<file path="src/rtl/iept_pkg.sv">
package iept_pkg;
  // register byte offsets
  localparam logic [3:0] IEPT_OFS_START = 4'h0;
  localparam logic [3:0] IEPT_OFS_MODE  = 4'h4;
  localparam logic [3:0] IEPT_OFS_TIMER = 4'h8;
  // reset values and counter maximum
  localparam logic [15:0] IEPT_CNT_RST   = 16'h0000;
  localparam logic [15:0] IEPT_CNT_MAX   = 16'hffff;
  localparam logic [7:0]  IEPT_MODE_RST  = 8'h00;
  // prescaler terminal counts
  localparam logic [4:0]  IEPT_DIV8_END  = 5'h07;
  localparam logic [4:0]  IEPT_DIV32_END = 5'h1f;
  // operation mode field codes
  localparam logic [1:0]  IEPT_OP_TIMER  = 2'h0;
  localparam logic [1:0]  IEPT_OP_EVENT  = 2'h1;
  localparam logic [1:0]  IEPT_OP_MEAS   = 2'h2;
  // measurement select codes
  localparam logic [1:0]  IEPT_MS_FALL   = 2'h0;
  localparam logic [1:0]  IEPT_MS_RISE   = 2'h1;
  localparam logic [1:0]  IEPT_MS_WIDTH  = 2'h2;
  // event edge select codes (same field in event mode)
  localparam logic [1:0]  IEPT_EV_RISE   = 2'h0;
  localparam logic [1:0]  IEPT_EV_FALL   = 2'h1;
  localparam logic [1:0]  IEPT_EV_BOTH   = 2'h2;
  // count source codes
  localparam logic [1:0]  IEPT_SRC_F1    = 2'h0;
  localparam logic [1:0]  IEPT_SRC_DIV8  = 2'h1;
  localparam logic [1:0]  IEPT_SRC_DIV32 = 2'h2;
  localparam logic [1:0]  IEPT_SRC_SUB32 = 2'h3;
  // bus responses
  localparam logic [1:0]  IEPT_RESP_OK   = 2'h0;
  localparam logic [1:0]  IEPT_RESP_ERR  = 2'h2;

  // mode register layout, msb first
  typedef struct packed {
    logic [1:0] sourceSelect;
    logic       overflowFlag;
    logic       eventFromTimer;
    logic [1:0] measureSelect;
    logic [1:0] opMode;
  } iept_mode_s;

  // one register write delivered to the timer logic
  typedef struct packed {
    logic        start;
    logic        mode;
    logic        timer;
    logic [31:0] data;
    logic [3:0]  strb;
  } iept_wr_s;
endpackage

</file>
<file path="src/rtl/iept_timer.sv">
// How it works
// - timer and event modes count down, reload on underflow, keep counting
// - set value n gives one underflow per n plus one ticks
// - counting happens only while the start flag is one
// - timer and event modes raise an interrupt request on each underflow
// - timer mode ignores the channel input pin entirely
// - timer and event modes read back the live counter
// - timer write while stopped loads reload register and counter
// - timer write while running loads only reload register
// - event mode counts pin edges (rise, fall, both) or other overflow
// - measurement counts up, captures on edge, restarts from zero
// - measurement raises an interrupt request at each effective edge except the first after start
// - first effective edge after start raises no interrupt request
// - measurement overflow raises request and sets overflow flag together
// - mode write while running clears the overflow flag
// - measurement read returns the reload register, the last result
// - measurement mode ignores timer register writes
// - measurement result meaningless before second edge after start
// - operation mode code 10 selects measurement mode
// - measure select: 00 fall-fall, 01 rise-rise, 10 width, 11 prohibited
// - overflow flag is read-only, software never sets it
// - source select: 00 undivided, 01 div8, 10 div32, 11 subclock div32
//
// Decided for this implementation: register access over AXI4-Lite and the address map.
`timescale 1ns/100ps
module iept_timer #(
  parameter int ADDR_W = 4
) (
  // clock and reset
  input  wire logic              core_clk,
  input  wire logic              rst,
  // axi4-lite write
  input  wire logic [ADDR_W-1:0] s_axi_awaddr,
  input  wire logic              s_axi_awvalid,
  output logic                   s_axi_awready,
  input  wire logic [31:0]       s_axi_wdata,
  input  wire logic [3:0]        s_axi_wstrb,
  input  wire logic              s_axi_wvalid,
  output logic                   s_axi_wready,
  output logic [1:0]             s_axi_bresp,
  output logic                   s_axi_bvalid,
  input  wire logic              s_axi_bready,
  // axi4-lite read
  input  wire logic [ADDR_W-1:0] s_axi_araddr,
  input  wire logic              s_axi_arvalid,
  output logic                   s_axi_arready,
  output logic [31:0]            s_axi_rdata,
  output logic [1:0]             s_axi_rresp,
  output logic                   s_axi_rvalid,
  input  wire logic              s_axi_rready,
  // count inputs
  input  wire logic              channelInputPin,
  input  wire logic              otherTimerOverflow,
  input  wire logic              subClock,
  // interrupt request
  output logic                   irqRequest
);
  import iept_pkg::*;

  // bus state
  logic [ADDR_W-1:0] awAddr, next_awAddr;
  logic              awHeld, next_awHeld;
  logic [31:0]       wData, next_wData;
  logic [3:0]        wStrb, next_wStrb;
  logic              wHeld, next_wHeld;
  logic              next_awReady, next_wReady, next_bValid, next_arReady, next_rValid;
  logic [1:0]        next_bResp, next_rResp;
  logic [31:0]       next_rData;
  iept_wr_s          wr;

  // timer state
  logic [15:0] counter, next_counter;
  logic [15:0] reload, next_reload;
  logic        start, next_start;
  iept_mode_s  mode, next_mode;
  logic        firstEdge, next_firstEdge;
  logic        pinPrev, next_pinPrev;
  logic        subPrev, next_subPrev;
  logic [4:0]  presc, next_presc;
  logic [4:0]  subDiv, next_subDiv;
  logic        next_irq;

  // combinational helpers
  logic        tick, pinRise, pinFall, measEdge, evEdge, subRise;
  logic [15:0] timerRead;
  logic [15:0] wrTimerVal;

  // count source and edge detection
  always_comb begin
    pinRise = channelInputPin & ~pinPrev;
    pinFall = ~channelInputPin & pinPrev;
    subRise = subClock & ~subPrev;
    case (mode.sourceSelect)
      IEPT_SRC_F1:    tick = 1'b1;
      IEPT_SRC_DIV8:  tick = (presc[2:0] == IEPT_DIV8_END[2:0]);
      IEPT_SRC_DIV32: tick = (presc == IEPT_DIV32_END);
      IEPT_SRC_SUB32: tick = subRise & (subDiv == IEPT_DIV32_END);
      default:        tick = 1'b0;
    endcase
    case (mode.measureSelect)
      IEPT_MS_FALL:  measEdge = pinFall;
      IEPT_MS_RISE:  measEdge = pinRise;
      IEPT_MS_WIDTH: measEdge = pinRise | pinFall;
      default:       measEdge = 1'b0;
    endcase
    if (mode.eventFromTimer) begin
      evEdge = otherTimerOverflow;
    end else begin
      case (mode.measureSelect)
        IEPT_EV_RISE: evEdge = pinRise;
        IEPT_EV_FALL: evEdge = pinFall;
        IEPT_EV_BOTH: evEdge = pinRise | pinFall;
        default:      evEdge = 1'b0;
      endcase
    end
    timerRead = (mode.opMode == IEPT_OP_MEAS) ? reload : counter;
    wrTimerVal = reload;
    if (wr.strb[0]) begin
      wrTimerVal[7:0] = wr.data[7:0];
    end
    if (wr.strb[1]) begin
      wrTimerVal[15:8] = wr.data[15:8];
    end
  end

  // bus next state
  always_comb begin
    next_awAddr  = awAddr;
    next_awHeld  = awHeld;
    next_wData   = wData;
    next_wStrb   = wStrb;
    next_wHeld   = wHeld;
    next_bValid  = s_axi_bvalid & ~s_axi_bready;
    next_bResp   = s_axi_bresp;
    next_rValid  = s_axi_rvalid & ~s_axi_rready;
    next_rResp   = s_axi_rresp;
    next_rData   = s_axi_rdata;
    wr           = '0;
    wr.data      = wData;
    wr.strb      = wStrb;
    if (s_axi_awvalid && s_axi_awready) begin
      next_awAddr = s_axi_awaddr;
      next_awHeld = 1'b1;
    end
    if (s_axi_wvalid && s_axi_wready) begin
      next_wData = s_axi_wdata;
      next_wStrb = s_axi_wstrb;
      next_wHeld = 1'b1;
    end
    if (awHeld && wHeld && !s_axi_bvalid) begin
      next_awHeld = 1'b0;
      next_wHeld  = 1'b0;
      next_bValid = 1'b1;
      next_bResp  = IEPT_RESP_OK;
      case (awAddr[3:0])
        IEPT_OFS_START: wr.start = wStrb[0];
        IEPT_OFS_MODE:  wr.mode  = wStrb[0];
        IEPT_OFS_TIMER: wr.timer = |wStrb[1:0];
        default:        next_bResp = IEPT_RESP_ERR;
      endcase
    end
    if (s_axi_arvalid && s_axi_arready) begin
      next_rValid = 1'b1;
      next_rResp  = IEPT_RESP_OK;
      case (s_axi_araddr[3:0])
        IEPT_OFS_START: next_rData = {31'h0, start};
        IEPT_OFS_MODE:  next_rData = {24'h0, mode};
        IEPT_OFS_TIMER: next_rData = {16'h0, timerRead};
        default: begin
          next_rData = 32'h0;
          next_rResp = IEPT_RESP_ERR;
        end
      endcase
    end
    next_awReady = ~next_awHeld & ~next_bValid;
    next_wReady  = ~next_wHeld & ~next_bValid;
    next_arReady = ~next_rValid;
  end

  always_ff @(posedge core_clk or posedge rst) begin
    if (rst) begin
      awAddr        <= '0;
      awHeld        <= 1'b0;
      wData         <= 32'h0;
      wStrb         <= 4'h0;
      wHeld         <= 1'b0;
      s_axi_awready <= 1'b0;
      s_axi_wready  <= 1'b0;
      s_axi_bvalid  <= 1'b0;
      s_axi_bresp   <= IEPT_RESP_OK;
      s_axi_arready <= 1'b0;
      s_axi_rvalid  <= 1'b0;
      s_axi_rresp   <= IEPT_RESP_OK;
      s_axi_rdata   <= 32'h0;
    end else begin
      awAddr        <= next_awAddr;
      awHeld        <= next_awHeld;
      wData         <= next_wData;
      wStrb         <= next_wStrb;
      wHeld         <= next_wHeld;
      s_axi_awready <= next_awReady;
      s_axi_wready  <= next_wReady;
      s_axi_bvalid  <= next_bValid;
      s_axi_bresp   <= next_bResp;
      s_axi_arready <= next_arReady;
      s_axi_rvalid  <= next_rValid;
      s_axi_rresp   <= next_rResp;
      s_axi_rdata   <= next_rData;
    end
  end

  // timer next state
  always_comb begin
    next_counter   = counter;
    next_reload    = reload;
    next_start     = start;
    next_mode      = mode;
    next_firstEdge = firstEdge;
    next_irq       = 1'b0;
    next_pinPrev   = channelInputPin;
    next_subPrev   = subClock;
    next_presc     = presc + 5'h01;
    next_subDiv    = subRise ? subDiv + 5'h01 : subDiv;
    // software writes
    if (wr.start) begin
      next_start = wr.data[0];
      if (wr.data[0] && !start) begin
        next_firstEdge = 1'b1;
      end
    end
    if (wr.mode) begin
      next_mode.sourceSelect   = wr.data[7:6];
      next_mode.eventFromTimer = wr.data[4];
      next_mode.measureSelect  = wr.data[3:2];
      next_mode.opMode         = wr.data[1:0];
      if (start) begin
        next_mode.overflowFlag = 1'b0;
      end
    end
    if (wr.timer && mode.opMode != IEPT_OP_MEAS) begin
      next_reload = wrTimerVal;
      if (!start) begin
        next_counter = wrTimerVal;
      end
    end
    // counting, only while started
    if (start) begin
      case (mode.opMode)
        IEPT_OP_TIMER, IEPT_OP_EVENT: begin
          if ((mode.opMode == IEPT_OP_TIMER) ? tick : evEdge) begin
            if (counter == IEPT_CNT_RST) begin
              next_counter = next_reload;
              next_irq     = 1'b1;
            end else begin
              next_counter = counter - 16'h0001;
            end
          end
        end
        IEPT_OP_MEAS: begin
          if (measEdge) begin
            next_reload    = counter;
            next_counter   = IEPT_CNT_RST;
            next_firstEdge = 1'b0;
            next_irq       = ~firstEdge;
          end else if (tick) begin
            next_counter = counter + 16'h0001;
            if (counter == IEPT_CNT_MAX) begin
              next_irq               = 1'b1;
              next_mode.overflowFlag = 1'b1;
            end
          end
        end
        default: next_counter = counter;
      endcase
    end
  end

  always_ff @(posedge core_clk or posedge rst) begin
    if (rst) begin
      counter    <= IEPT_CNT_RST;
      reload     <= IEPT_CNT_RST;
      start      <= 1'b0;
      mode       <= IEPT_MODE_RST;
      firstEdge  <= 1'b0;
      pinPrev    <= 1'b0;
      subPrev    <= 1'b0;
      presc      <= 5'h00;
      subDiv     <= 5'h00;
      irqRequest <= 1'b0;
    end else begin
      counter    <= next_counter;
      reload     <= next_reload;
      start      <= next_start;
      mode       <= next_mode;
      firstEdge  <= next_firstEdge;
      pinPrev    <= next_pinPrev;
      subPrev    <= next_subPrev;
      presc      <= next_presc;
      subDiv     <= next_subDiv;
      irqRequest <= next_irq;
    end
  end
endmodule // iept_timer
</file>
<file path="config.mk">
export PLATFORM = sky130hd
export DESIGN_NAME = iept_timer
export DESIGN_NICKNAME = d
export VERILOG_FILES = /design/src/rtl/iept_pkg.sv /design/src/rtl/iept_timer.sv
export SDC_FILE = /design/constraint.sdc
export NUM_CORES = 1
export LEC_CHECK = 0
export BUFFER_PORTS_ARGS = -buffer_cell sky130_fd_sc_hd__clkbuf_2
export CELL_PAD_IN_SITES_DETAIL_PLACEMENT = 1
export CELL_PAD_IN_SITES_GLOBAL_PLACEMENT = 1
export CORE_AREA = 2 2 129 131
export DETAILED_ROUTE_END_ITERATION = 8
export DIE_AREA = 0 0 131 133
export GPL_ROUTABILITY_DRIVEN = 0
export PLACE_DENSITY_LB_ADDON = 0.1
export SETUP_SLACK_MARGIN = 0.1
export SKIP_LAST_GASP = 1
export SLEW_MARGIN = 15
export SYNTH_ARGS = -nofsm -noshare
export SYNTH_HDL_FRONTEND = slang
export SYNTH_SLANG_ARGS = --single-unit
</file>
<file path="constraint.sdc">
create_clock -name core_clk -period 3.3 [get_ports core_clk]
set_input_delay 0.66 -clock core_clk [delete_from_list [all_inputs] [get_ports core_clk]]
set_output_delay 0.66 -clock core_clk [all_outputs]
set_load 0.05 [all_outputs]
</file>
==> results of run 1 <==
## stage by stage
| step | total power (uW) | area [sq um] | instances |
|---|---|---|---|
| 2_1_floorplan | 4363 | 6324 | 710 |
| 4_1_cts | 6685 | 7126 | 972 |
| 3_3_place_gp | 5374 | 6809 | 956 |
| 3_5_place_dp | 5498 | 6809 | 956 |
| 5_1_grt | 7138 | 7126 | 972 |
| 6_report | 6705 | 7126 | 972 |
## routing by layer
layer | share of wire, % | track usage, % | vias to the layer above
met5 | 0 | 0 | -
met1 | 46 | 35.76 | 2831
met4 | 1.8 | 6.206 | 0
li1 | - | - | 2552
met3 | 4.2 | 3.639 | 33
met2 | 48 | 40.88 | 155
## where the power goes
part           total (uW)  switching [uW]  internal, uW
Clock                1170             543           624
Sequential           2350             663          1680
Combinational        3190            1950          1240
## worst paths after layout
| check | endpoint | cells past startpoint | slack (ns) |
|---|---|---|---|
| max in group asynchronous | wData[5]$_DFFE_PP0P_ | 3 | 2.29 |
| min reg2reg | presc[3]$_DFF_PP0_ | 1 | 0.47 |
| min | s_axi_wready$_DFF_PP0_ | 2 | 0.23 |
| max | counter[14]$_DFFE_PP0P_ | 11 | 0.43 |
| max reg2reg | counter[14]$_DFFE_PP0P_ | 11 | 0.43 |
| min in group core_clk | subPrev$_DFF_PP0_ | 1 | 0.42 |
## final cells by class
class | count | area [sq um] | area share, %
Sequential cell | 102 | 2552 | 35.82
Tap cell | 220 | 275.3 | 3.863
Inverter | 24 | 93.84 | 1.317
Clock buffer | 10 | 239.0 | 3.354
Multi-Input combinational cell | 519 | 3339 | 46.87
Timing Repair Buffer | 91 | 548.0 | 7.691
Clock inverter | 6 | 77.57 | 1.089
## cells by family (layout without fill, tap and decap cells)
logic type | Yosys count | after routing | share of synthesized area (%)
fa+ha+maj | 10 | 10 | 2.000
other cells | 1 | 18 | 0.05994
xor+xnor | 20 | 20 | 2.800
simple gates | 214 | 214 | 16.94
buf+inv | 89 | 131 | 6.840
compound gates | 184 | 184 | 18.18
flops | 102 | 102 | 40.80
mux | 73 | 73 | 12.38
## registers in the layout, summed over array words and instances (netlist names), 2 cells and up
| signal | count |
|---|---|
| awAddr | 4 |
| counter | 16 |
| mode | 8 |
| presc | 5 |
| reload | 16 |
| s_axi_rdata | 16 |
| subDiv | 5 |
| wData | 16 |
| wStrb | 2 |
## cell usage in the layout, fill, tap and decap left out, types with 5 or more instances in the layout
cell	synthesis	final
mux2_2	35	35
a221oi_1	5	5
dfrtp_1	102	102
conb_1	1	18
a211oi_1	5	5
nand3_1	24	24
clkbuf_2	0	59
xnor2_1	18	18
mux2i_1	38	38
inv_1	24	23
nor2b_1	6	6
nor3_1	13	13
and3_1	6	6
ha_1	10	10
o21a_1	6	6
buf_4	19	31
and2_1	6	6
o21ai_0	59	59
clkbuf_16	0	9
nand2_1	65	65
nor2_1	56	56
nand4_1	6	6
a21oi_1	58	58
## critical path: cells and delay by family, from the launching register on
family / cells / cell delay, ns
flip-flops: 1 / 0.39
AO/OA/AOI/OAI: 4 / 0.95
buffers and inverters: 1 / 0.24
adder cells (fa/ha/maj): 2 / 0.33
AND/OR/NAND/NOR: 4 / 0.87
==> out/metrics.yaml, run 1 <==
status: "finished clean"
htreeDepth: 3
ios: 96
final_util_pct: 44.06
synth_top_area_share_pct: 40.80
core_area_sq_mm: 0.01617
seq_area_frac_synth_pct: 40.80
ant_nets: 0
holdBufCountCts: 0
final.setup.tns_ns: 0
synth_seq_cells: 102
period_share_pct: 86.97
critPathKind: "reg2reg"
synthesis.area_sq_mm: 0.006256
ys_top_cells_by_area: "dfrtp_1 (41%), mux2_2 (6.3%), mux2i_1 (6.1%)"
die-area_sq_mm: 0.01742
vias: 5571
antenna_found_initial: 0
setup_viol: 0
cp.required_ns: 3.57
start_util_pct: 38.68
grt_start_max_net_pins: 41
root_buffer: "clkbuf_16"
async_reset_ff_share_pct: 100.0
cp_slowest_cell: "nor2_1"
peakVddDrop_mv: 0.4148
drt_iter0_drc: 308
synth_commonest_cells: "dfrtp_1 (102), nand2_1 (65), o21ai_0 (59), a21oi_1 (58), nor2_1 (56)"
syn_avg_cell_area_sq_um: 9.027
drive_above_1_share_pct: 20.61
yosys_warnings: 0
crit_start: "presc[0]$_DFF_PP0_"
yosysMostFrequentCell: "dfrtp_1"
route.detailed.drc: 0
nets: 811
portBuffers: 59
dp_hpwl_mm: 15.81
synth_edf_count: 0
rsz0062_at_grt: "no"
pwr_density_cell_mw_per_mm2: 941.0
die_h_um: 133
overflow: 0
die_w_um: 131
cp-end-kind: "register"
hp-class: "in2async"
synthDistinctLibCells: 71
antenna_cells: 0
postCtsSetupBuffers: 0
cts.sinks: 102
cts_tree: "built"
cpPeakStageDelay_ns: 0.54
path_cells: "ha_1 -> and3_1 -> ha_1 -> nand2b_1 -> a22o_1 -> a21boi_0 -> nor2_1 -> nor2_1 -> buf_4 -> o21ai_1 -> a221oi_2"
globalRouteTotalUtil_pct: 25.32
hold_violations: 0
first_global_vias: 5946
crit_arrival_ns: 3.14
drt-pass1-iter-count: 6
fillCellCount: 1905
ctsResizeCount: 0
maxClockFrequency_mhz: 348.4
worstMarginPinSlew_ns: 0.8330
wl_mm: 21.04
vias_per_cell: 5.731
clock_latency_ns: 0.36
start_kind: "register"
whs_ns: 0.2264
placementRows: 47
clock_path_buffers: 2
wl_per_cell_um: 21.64
synth_top_area_cell: "dfrtp_1"
grt_first_pass_wirelength_mm: 33.62
synthCells: 693
preCtsSetupSlack_ns: 0.2880
layout_min_cycle_time_ns: 2.870
maxCapViolCount: 0
final_max_slew_viol_count: 0
setup_ws_ns: 0.4299
synthFlopType: "dfrtp_1"
worstPathMaxFanout: 5
skew_ns: 0.01163
r2r-start: "presc[0]$_DFF_PP0_"
leakagePower_uw: 0.003193
areaGrowthSynthToFinish_pct: 13.90
numCtsBuffers: 9
path_clk_slew_ns: 0.08
slew_headroom_pct: 44.33
Note: power is estimated with default switching activity, not from simulation.
==> run 2: changes to the inputs <==
REMOVE_ABC_BUFFERS = 1   (was default)
==> run 2 against run 1 <==
Clock skew is 0.0077 ns lower. Count of clock-buffer cells in the layout is 1 higher. Sequential power is 3% lower. Register-to-register slack hardly changed. First-iteration DRC count is 7.1% lower. Largest cell class unchanged. Largest power group unchanged.
==> out/metrics.yaml, run 2 (synthesis results as in run 1) <==
htreeDepth: 3
swShare_pct: 46.83
cp_slowest_cell: "dfrtp_1"
wl_per_cell_um: 21.13
globalRouteTotalUtil_pct: 24.85
drive_above_1_share_pct: 20.58
clock_path_buffers: 2
period_share_pct: 86.55
r2r-start: "presc[0]$_DFF_PP0_"
status: "finished clean"
first_global_vias: 5932
cpPeakStageDelay_ns: 0.40
ios: 96
rsz0062_at_grt: "no"
critPathKind: "reg2reg"
final.setup.tns_ns: 0
grt_first_pass_wirelength_mm: 32.94
root_buffer: "clkbuf_16"
r2r_end: "counter[14]$_DFFE_PP0P_"
holdBufCountCts: 0
final_common_cell: "dfrtp_1"
hp-class: "in2async"
areaGrowthSynthToFinish_pct: 13.48
dp_hpwl_mm: 15.51
final_util_pct: 43.90
start_util_pct: 38.68
finalNonFillerCells: 973
vias: 5480
ant_nets: 0
route.detailed.drc: 0
wl_mm: 20.56
cts_tree: "built"
path_cells: "ha_1 -> and3_1 -> ha_1 -> nand2b_1 -> a22o_1 -> and2_1 -> buf_4 -> nor2_1 -> a211o_1 -> a221oi_1 -> a221oi_2"
whs_ns: 0.3859
clock_latency_ns: 0.35
mostFrequentLayoutCells: "dfrtp_1 (102), nand2_1 (65), o21ai_0 (59), clkbuf_2 (59), a21oi_1 (58)"
antenna_cells: 0
crit_top_cell: "ha_1"
maxCapViolCount: 0
leakagePower_uw: 0.003186
hold_violations: 0
cell_internal_pwr_uw: 3510
pwr_density_cell_mw_per_mm2: 930.0
crit_arrival_ns: 3.08
layout_min_cycle_time_ns: 2.856
placementRows: 47
numCtsBuffers: 9
placed_cells: 957
start_kind: "register"
maxClockFrequency_mhz: 350.1
grt_start_max_net_pins: 53
clkPwrFrac_pct: 15.9
r2r_cells: 11
die_h_um: 133
die_w_um: 131
p_comb_share_pct: 49.7
regToRegSetupSlack_ns: 0.44
ctsResizeCount: 0
vias_per_cell: 5.632
overflow: 0
portBuffers: 59
core_area_sq_mm: 0.01617
cp.required_ns: 3.52
crit_start: "presc[0]$_DFF_PP0_"
cp-end-kind: "register"
die-area_sq_mm: 0.01742
setup_viol: 0
skew_ns: 0.003917
postCtsSetupBuffers: 0
cts.sinks: 102
seqPwrFrac_pct: 34.5
switchingPower_uw: 3092
dpl_cell_area_sq_mm: 0.006815
antenna_found_initial: 0
slew_headroom_pct: 39.82
cp-endpoint: "counter[14]$_DFFE_PP0P_"
drt-pass1-iter-count: 4
worstPathMaxFanout: 11
final_max_slew_viol_count: 0
stdcell_area_sq_mm: 0.007099
nets: 812
path_clk_slew_ns: 0.07
peakVddDrop_mv: 0.5414
worstMarginPinSlew_ns: 0.9006
drt_iter0_drc: 286
[run 2: cell types whose count changed in the layout (fill, tap and decap cells not counted)]
cell / previous run / this run
clkinv_4: 2 / 1
inv_8: 2 / 1
clkinv_2: 0 / 1
buf_4: 31 / 32
clkbuf_1: 0 / 1
inv_4: 0 / 1
inv_6: 0 / 1
clkinvlp_4: 2 / 1
bufinv_16: 1 / 0
[run 2: power by group through the flow]
stage                     clock network, uW  registers, uW  logic, uW
final                                  1050           2280       3280
after global routing                   1130           2350       3610
after CTS                              1080           2270       3270
after detailed placement                  0           2290       3250
after global placement                    0           2260       3140
after floorplan                           0           2290       1930
[run 2: worst max-delay path: cells and delay by family (launching register included)]
kind                     cells  cell delay [ns]
flip-flops                   1             0.40
AND/OR/NAND/NOR              4             0.61
buffers and inverters        1             0.25
AO/OA/AOI/OAI                4             1.07
adder cells (fa/ha/maj)      2             0.40
[run 2: layout make-up]
class                   instances  area, sq um
repair buffers                 92        555.5
clock inverters                 5        41.29
fillers                      1934         9072
well taps                     220        275.3
multi-input cells             519         3339
clock buffers                  11        242.7
flip-flops and latches        102         2552
inverters                      24        92.59
[run 2: per-layer routing]
metal,share of wire [%],global-route usage (%),up-vias
li1,-,-,2543
met1,43,31.94,2759
met2,50,42.11,145
met3,4.7,4.367,33
met4,2.5,7.979,0
met5,0,0,-
[run 2: metrics by stage]
stage | worst slack, ns | total power (uW)
after detailed placement | 0.3735 | 5546
after CTS | 0.4449 | 6622
after global placement | 0.3905 | 5409
after floorplan | -0.03548 | 4212
after global routing | 0.2782 | 7089
final | 0.4438 | 6602
[run 2: worst min-delay path by stage]
stage | start | end | slack (ns) | cells after the start
after detailed placement | presc[0]$_DFF_PP0_ | presc[0]$_DFF_PP0_ | 0.44 | 1
after global routing | subClock | subPrev$_DFF_PP0_ | 0.41 | 1
after CTS | rst | subDiv[3]$_DFFE_PP0N_ | 0.42 | 2
after floorplan | presc[0]$_DFF_PP0_ | presc[0]$_DFF_PP0_ | 0.42 | 1
after global placement | presc[0]$_DFF_PP0_ | presc[0]$_DFF_PP0_ | 0.44 | 1
final | rst | s_axi_rdata[2]$_DFFE_PP0P_ | 0.39 | 2
